$ cat src/hw/frg_map.vh
// Offsets, field positions, reset values and timing counts of the flash rewrite guard
`ifndef FRG_MAP_VH
`define FRG_MAP_VH
`define FRG_DFC_ADDR 20'hf0090
`define FRG_DFC_RESET 8'h00
`define FRG_DFC_EN_BIT 0
`define FRG_BOOT_LO 20'h00000
`define FRG_BOOT_HI 20'h00fff
`define FRG_CLUSTER_BYTES 20'h01000
`define FRG_DF_BLOCK_BYTES 20'h00400
`define FRG_CLK_MHZ 40
`define FRG_SETUP_FAST_NS 5000
`define FRG_SETUP_SLOW_NS 720
`define FRG_SETUP_FAST_CYC ((`FRG_SETUP_FAST_NS * `FRG_CLK_MHZ + 999) / 1000)
`define FRG_SETUP_SLOW_CYC ((`FRG_SETUP_SLOW_NS * `FRG_CLK_MHZ + 999) / 1000)
`define FRG_OP_ERASE 2'h1
`define FRG_OP_WRITE 2'h2
`endif

$ cat src/hw/frg_guard.v
// Flash rewrite guard: window, security, boot swap and data flash access gating
`timescale 1ns/100ps
`default_nettype none
`include "frg_map.vh"
module frg_guard #(
    parameter AW = 20,
    parameter BW = 8,
    parameter CNTW = 8
)
(
    input wire clk,
    input wire rst,
    input wire sys_on_subclk,
    input wire low_speed_main_mode,
    input wire nv_erase_prot,
    input wire nv_write_prot,
    input wire nv_boot0_prot,
    input wire nv_swap,
    input wire [BW-1:0] nv_win_start,
    input wire [BW-1:0] nv_win_end,
    input wire flash_blank,
    input wire req_valid,
    input wire req_serial,
    input wire [1:0] req_op,
    input wire req_data_flash,
    input wire [BW-1:0] req_block,
    input wire [AW-1:0] req_addr,
    input wire sec_valid,
    input wire sec_serial,
    input wire sec_set_erase,
    input wire sec_set_write,
    input wire sec_set_boot0,
    input wire sec_release_write,
    input wire sec_set_swap,
    input wire win_valid,
    input wire [BW-1:0] win_start,
    input wire [BW-1:0] win_end,
    input wire reg_wr,
    input wire reg_bit_wr,
    input wire [AW-1:0] reg_addr,
    input wire [7:0] reg_wdata,
    input wire reg_rd,
    input wire df_acc_valid,
    input wire df_acc_fetch,
    input wire df_acc_byte,
    input wire df_rewrite_busy,
    input wire cf_rewrite_busy,
    input wire stop_req,
    output reg [7:0] reg_rdata_q,
    output reg grant_q,
    output reg error_q,
    output reg nv_upd_q,
    output reg nv_erase_prot_q,
    output reg nv_write_prot_q,
    output reg nv_boot0_prot_q,
    output reg nv_swap_q,
    output reg [BW-1:0] nv_win_start_q,
    output reg [BW-1:0] nv_win_end_q,
    output reg sec_err_q,
    output reg boot_from_c1_q,
    output reg df_grant_q,
    output reg df_err_q,
    output reg stop_ok_q
);
    // Effective settings; prohibits captured after reset release
    reg erase_p_q;
    reg write_p_q;
    reg boot0_p_q;
    reg [BW-1:0] ws_q;
    reg [BW-1:0] we_q;
    reg load_q;
    reg df_en_q;
    wire df_ready;
    wire self_bad;
    wire in_boot0;
    wire in_win;
    wire ok;
    wire dfc_wr;
    wire en_rise;
    wire [CNTW-1:0] setup_cyc;

    // Cluster 0 address span; swap maps cluster 1 in, unprotecting physical cluster 0
    assign in_boot0 = !req_data_flash && (req_addr <= `FRG_BOOT_HI) && !boot_from_c1_q;
    assign in_win = (req_block >= ws_q) && (req_block <= we_q);
    assign self_bad = !req_serial && sys_on_subclk;
    assign ok = !self_bad
        && !(boot0_p_q && in_boot0)
        && (req_serial || req_data_flash || in_win)
        && !(req_serial && erase_p_q && req_op == `FRG_OP_ERASE)
        && !(req_serial && write_p_q && !req_data_flash && req_op == `FRG_OP_WRITE)
        && !(req_data_flash && cf_rewrite_busy);
    assign dfc_wr = reg_wr && (reg_addr == `FRG_DFC_ADDR) && !df_rewrite_busy;
    // Bit and byte writes land alike: the enable is the only stored bit, so a bit write carries it in bit 0
    assign en_rise = dfc_wr && (reg_bit_wr ? 1'b1 : 1'b1) && reg_wdata[`FRG_DFC_EN_BIT] && !df_en_q;

    // Setup counts come out of 32-bit constant arithmetic; only the counter's own bits are kept.
    // Limitation: CNTW must hold the high speed count, otherwise the wait would be cut short.
    localparam [31:0] SETUP_SLOW_W = `FRG_SETUP_SLOW_CYC;
    localparam [31:0] SETUP_FAST_W = `FRG_SETUP_FAST_CYC;
    // Mode level picks the wait; counts are rounded up so the wait is never shorter than asked
    assign setup_cyc = low_speed_main_mode ? SETUP_SLOW_W[CNTW-1:0] : SETUP_FAST_W[CNTW-1:0];

    // The timer is held clear while access is off, so a later enable always waits the full time

    frg_setup_timer #(
        .CW(CNTW)
    ) u_setup (
        .clk(clk),
        .rst(rst),
        .start(en_rise),
        .clear(!df_en_q && !en_rise),
        .load(setup_cyc),
        .ready_q(df_ready)
    );

    // Non-volatile settings are latched once after reset; set commands and window writes then update them, swap stays fixed until the next reset
    always @(posedge clk)
    begin
        if (rst)
        begin
            load_q <= 1'b1;
            erase_p_q <= 1'b0;
            write_p_q <= 1'b0;
            boot0_p_q <= 1'b0;
            ws_q <= {BW{1'b0}};
            we_q <= {BW{1'b1}};
            boot_from_c1_q <= 1'b0;
        end
        else if (load_q)
        begin
            load_q <= 1'b0;
            erase_p_q <= nv_erase_prot;
            write_p_q <= nv_write_prot;
            boot0_p_q <= nv_boot0_prot;
            ws_q <= nv_win_start;
            we_q <= nv_win_end;
            boot_from_c1_q <= nv_swap;
        end
        else
        begin
            if (sec_valid && sec_set_erase)
                erase_p_q <= 1'b1;
            if (sec_valid && sec_set_write)
                write_p_q <= 1'b1;
            if (sec_valid && sec_set_boot0)
                boot0_p_q <= 1'b1;
            if (win_valid)
            begin
                ws_q <= win_start;
                we_q <= win_end;
            end
        end
    end

    // Outgoing non-volatile image; release only written to storage, not to live state
    always @(posedge clk)
    begin
        if (rst)
        begin
            nv_upd_q <= 1'b0;
            nv_erase_prot_q <= 1'b0;
            nv_write_prot_q <= 1'b0;
            nv_boot0_prot_q <= 1'b0;
            nv_swap_q <= 1'b0;
            nv_win_start_q <= {BW{1'b0}};
            nv_win_end_q <= {BW{1'b1}};
            sec_err_q <= 1'b0;
        end
        else
        begin
            nv_upd_q <= sec_valid || win_valid;
            sec_err_q <= 1'b0;
            if (load_q)
            begin
                nv_erase_prot_q <= nv_erase_prot;
                nv_write_prot_q <= nv_write_prot;
                nv_boot0_prot_q <= nv_boot0_prot;
                nv_swap_q <= nv_swap;
                nv_win_start_q <= nv_win_start;
                nv_win_end_q <= nv_win_end;
            end
            else
            begin
                if (sec_valid && sec_set_erase)
                    nv_erase_prot_q <= 1'b1;
                if (sec_valid && sec_set_boot0)
                    nv_boot0_prot_q <= 1'b1;
                if (sec_valid && sec_set_swap)
                    nv_swap_q <= ~nv_swap_q;
                if (sec_valid && sec_set_write)
                    nv_write_prot_q <= 1'b1;
                else if (sec_valid && sec_release_write)
                begin
                    // Release refused from self-programming or when preconditions fail
                    if (sec_serial && !erase_p_q && !boot0_p_q && flash_blank)
                        nv_write_prot_q <= 1'b0;
                    else
                        sec_err_q <= 1'b1;
                end
                if (win_valid)
                begin
                    nv_win_start_q <= win_start;
                    nv_win_end_q <= win_end;
                end
            end
        end
    end

    // Rewrite request verdict, one cycle after the request
    always @(posedge clk)
    begin
        if (rst)
        begin
            grant_q <= 1'b0;
            error_q <= 1'b0;
        end
        else
        begin
            grant_q <= req_valid && !load_q && ok;
            error_q <= req_valid && (load_q || !ok);
        end
    end

    // Data flash control register and byte access gating
    always @(posedge clk)
    begin
        if (rst)
        begin
            df_en_q <= 1'b0;
            reg_rdata_q <= `FRG_DFC_RESET;
            df_grant_q <= 1'b0;
            df_err_q <= 1'b0;
            stop_ok_q <= 1'b1;
        end
        else
        begin
            // A write during a data flash rewrite is dropped, not deferred
            if (dfc_wr)
                df_en_q <= reg_wdata[`FRG_DFC_EN_BIT];
            // Unused bits read zero; other addresses read zero as well
            if (reg_rd && reg_addr == `FRG_DFC_ADDR)
                reg_rdata_q <= {7'h00, df_en_q};
            else
                reg_rdata_q <= 8'h00;
            // Fetches never hit data flash; code flash keeps serving them independently
            df_grant_q <= df_acc_valid && df_en_q && df_ready && df_acc_byte && !df_acc_fetch
                && !cf_rewrite_busy;
            df_err_q <= df_acc_valid && !(df_en_q && df_ready && df_acc_byte && !df_acc_fetch && !cf_rewrite_busy);
            // Stop blocked during rewrite and during the setup wait
            stop_ok_q <= !df_rewrite_busy && !(df_en_q && !df_ready) && !stop_req;
        end
    end
endmodule // frg_guard
`default_nettype wire

$ cat src/hw/frg_setup_timer.v
// Data flash setup delay counter
`timescale 1ns/100ps
`default_nettype none
module frg_setup_timer #(
    parameter CW = 8
)
(
    input wire clk,
    input wire rst,
    input wire start,
    input wire clear,
    input wire [CW-1:0] load,
    output reg ready_q
);
    reg [CW-1:0] cnt_q;

    // Counts down after enable; ready only once the full delay elapsed
    always @(posedge clk)
    begin
        if (rst || clear)
        begin
            cnt_q <= {CW{1'b0}};
            ready_q <= 1'b0;
        end
        else if (start)
        begin
            cnt_q <= load;
            ready_q <= 1'b0;
        end
        else if (cnt_q > {{(CW-1){1'b0}}, 1'b1})
            cnt_q <= cnt_q - {{(CW-1){1'b0}}, 1'b1};
        else if (cnt_q != {CW{1'b0}})
        begin
            cnt_q <= {CW{1'b0}};
            ready_q <= 1'b1;
        end
    end
endmodule // frg_setup_timer
`default_nettype wire

$ cat config.mk
export PLATFORM = sky130hd
export DESIGN_NAME = frg_guard
export DESIGN_NICKNAME = d
export VERILOG_FILES = /design/src/hw/frg_guard.v /design/src/hw/frg_setup_timer.v
export VERILOG_INCLUDE_DIRS = /design/src /design/src/hw
export SDC_FILE = /design/constraint.sdc
export NUM_CORES = 1
export LEC_CHECK = 0
export BUFFER_PORTS_ARGS = -buffer_cell sky130_fd_sc_hd__buf_2
export CAP_MARGIN = 20
export CORE_MARGIN = 4
export CORE_UTILIZATION = 46
export CTS_BUF_LIST = sky130_fd_sc_hd__clkbuf_16
export CTS_CLUSTER_DIAMETER = 40
export CTS_CLUSTER_SIZE = 30
export DETAILED_ROUTE_END_ITERATION = 12
export PLACE_DENSITY = 0.82
export SLEW_MARGIN = 20
export SYNTH_ARGS = -nofsm -noshare
export SYNTH_HDL_FRONTEND = slang
export SYNTH_HIERARCHICAL = 1
export SYNTH_SLANG_ARGS = --single-unit
$ cat constraint.sdc
create_clock -name clk -period 5.7 [get_ports clk]
set_clock_uncertainty 0.15 [all_clocks]
set_input_delay 1.14 -clock clk [delete_from_list [all_inputs] [get_ports clk]]
set_output_delay 1.14 -clock clk [all_outputs]
set_load 0.005 [all_outputs]
==> impl_metrics.csv <==
group,metric,value,unit
synthesis,synth_top_area_share,34.3,%
critical_path,crit_fanout,9,
global_route,grt_util_all_layers,19.8,%
final_layout,area_growth_syn_to_layout,33.7,%
critical_path,r2r_cells,4,
die,die_area,6420,µm²
synthesis,synth-seq-cells,41,
sta,setup_ws,2.11,ns
pwr,power,0.700,mW
synthesis,yosysTopAreaCell,"dfxtp_1",
final_layout,layout_common_cells,"buf_2, dfxtp_1, nor2_1, inv_1, nand2_1",
final_layout,final_common_cell,"buf_2",
synthesis,synth_area_leaders,"dfxtp_1, ha_1, mux2i_1",
final_layout,fillers,441,
critical_path,critPathKind,"input port to flop",
placement,dp_slack,1.86,ns
sta,rsz0062_at_grt,"no",
synthesis,yosys_warnings,6,
die,io_pins,155,
routing,num_vias,2459,
placement,routabilityCongestion,0.784,
die,die_x,80.1,µm
sta,hold_slack,0.325,ns
placement,io_buffer_count,127,
critical_path,endpoint,"u_setup/cnt_q[5]",
synthesis,avgSynthCellArea,8.16,µm²
cts,cts-resized-gates,0,
global_route,grt_max_degree,29,
final_layout,multi_input_area,1410,µm²
sta,setup_violations,0,
pwr,p_per_area,219,nW/µm²
final_layout,fin_nets,556,
routing,firstDrtPassIters,4,
die,coreArea,4880,µm²
global_route,antenna_found_initial,0,
pwr,ir_drop,0.132,mV
critical_path,r2r_setup_slack,3.71,ns
routing,routedWlPerCell,13.4,µm
cts,post_cts_buffers,0,
final_layout,antenna_cells,0,
cts,postCtsHoldBufs,0,
sta,fmax,0.278,GHz
critical_path,cp.required,5.73,ns
sta,period_needed,3.59,ns
synthesis,ys_seq_area_share,34.3,%
critical_path,critPathCaptureType,"flop",
die,initial_core_util,49.0,%
global_route,grt_overflow,0,
sta,report.final.slew_viol_count,0,
final_layout,reg_top3,"nv_win_end_q (8), nv_win_start_q (8), u_setup/cnt_q (8)",
routing,drt_iter0_drc,97,
global_route,grt_pass1_vias,2348,
cts,clockBufferDepth,2,
sta,hold_viol_final,0,
critical_path,cp-startpoint,"reg_addr[10]",
flow_run,maxCapViolCount,0,
hold_path,hold_class,"flop to flop",
routing,antenna_left,0,
cts,clkSinkCount,41,
sta,post-route-period-util,63.0,%
synthesis,async_flop_share,0,%
critical_path,cp_data_arrival_time,3.63,ns
cts,htree_num_levels,2,
synthesis,syn_area,2390,µm²
final_layout,seq_area,821,µm²
synthesis,syn_inst,293,
die,num_rows,25,
routing,wirelength,6530,µm
sta,tns,0,ns
routing,vias_per_cell,5.06,
critical_path,r2r-start,"u_setup/cnt_q[3]",
critical_path,crit_path_start_kind,"input port",
sta,worstMarginPinSlew,0.524,ns
cts,root_buffer,"clkbuf_16",
cts,clkTransAtPathRegs,0.06,ns
synthesis,yosysUniqueCellTypes,43,
cts,insertion_delay,0.28,ns
critical_path,r2r_end,"u_setup/cnt_q[2]",
placement,dpl.hpwl,5300,µm
die,dieHeight,80.1,µm
global_route,grt_pass1_wl,10100,µm
routing,drc,0,
synthesis,synthFlopType,"dfxtp_1",
final_layout,drive_above_1_share,35.1,%
synthesis,synth_edf_count,0,
cts,cts_buffers,5,
cts,cts_tree,"built",
pwr,p_leak,1.63,nW
run_status,outcome,"complete, no violations",
sta,relSlewSlack,64.8,%
[Yosys cell counts, drive strengths merged, types with 3 or more instances]
cell type / count
nor3: 8
o21ai: 16
ha: 19
o31ai: 6
nor2b: 5
nand4: 3
nand3: 9
nor2: 32
inv: 27
mux2i: 17
buf: 9
nor4: 6
a21oi: 22
nand2: 25
xnor2: 3
dfxtp: 41
nor4b: 3
clkbuf: 9
[cells by family after synthesis]
family	share of synthesized area, %
other	0.314
buffers and inverters	8.16
adder cells (fa/ha/maj)	9.94
flip-flops	34.3
AO/OA/AOI/OAI	14.0
XOR/XNOR	1.83
AND/OR/NAND/NOR	23.9
multiplexers	7.58
[power by group]
part	internal [mW]	leakage [nW]	switching, mW
clock	0.160	0.0712	0.109
combinational	0.0624	1.22	0.0590
sequential	0.300	0.338	0.00947
[stage by stage]
stage	cells	util, %	cell area (µm²)
after detailed placement	478	62.6	3060
after global routing	486	65.5	3200
final	486	65.5	3200
after floorplan	301	-	2420
after CTS	486	65.5	3200
after global placement	478	62.6	3060
[routing by layer]
metal	part of all wire (%)	GRT usage [%]	up-vias	routed length (µm)
li1	-	-	1253	-
met1	41	23.0	1090	2650
met2	50	35.8	112	3230
met3	8.8	3.70	4	577
met4	1.0	7.26	0	66
met5	0	0	-	0
[final cells by class]
cell class              instances  share of cell area, %
well taps                      67                   2.62
inverters                      27                   3.17
flip-flops and latches         41                   25.7
clock buffers                   5                   3.91
repair buffers                128                   20.1
multi-input cells             215                   44.0
clock inverters                 3                  0.548
[worst min-delay path by stage]
stage | from | depth (start not counted) | slack, ns | to
3_5_place_dp | write_p_q | 2 | 0.31 | write_p_q
6_report | write_p_q | 2 | 0.32 | write_p_q
2_1_floorplan | write_p_q | 2 | 0.28 | write_p_q
4_1_cts | write_p_q | 2 | 0.32 | write_p_q
3_3_place_gp | write_p_q | 2 | 0.30 | write_p_q
5_1_grt | write_p_q | 2 | 0.35 | write_p_q
[worst max-delay path, cell delays in order]
cell,delay (ns)
buf_2,0.10
or4_4,0.52
nor3_2,0.15
nand3_1,0.13
or4b_4,0.52
nor2b_1,0.14
nor2_1,0.41
nand2_1,0.23
o31ai_1,0.29
No activity file was read; power rests on OpenSTA's default activity.
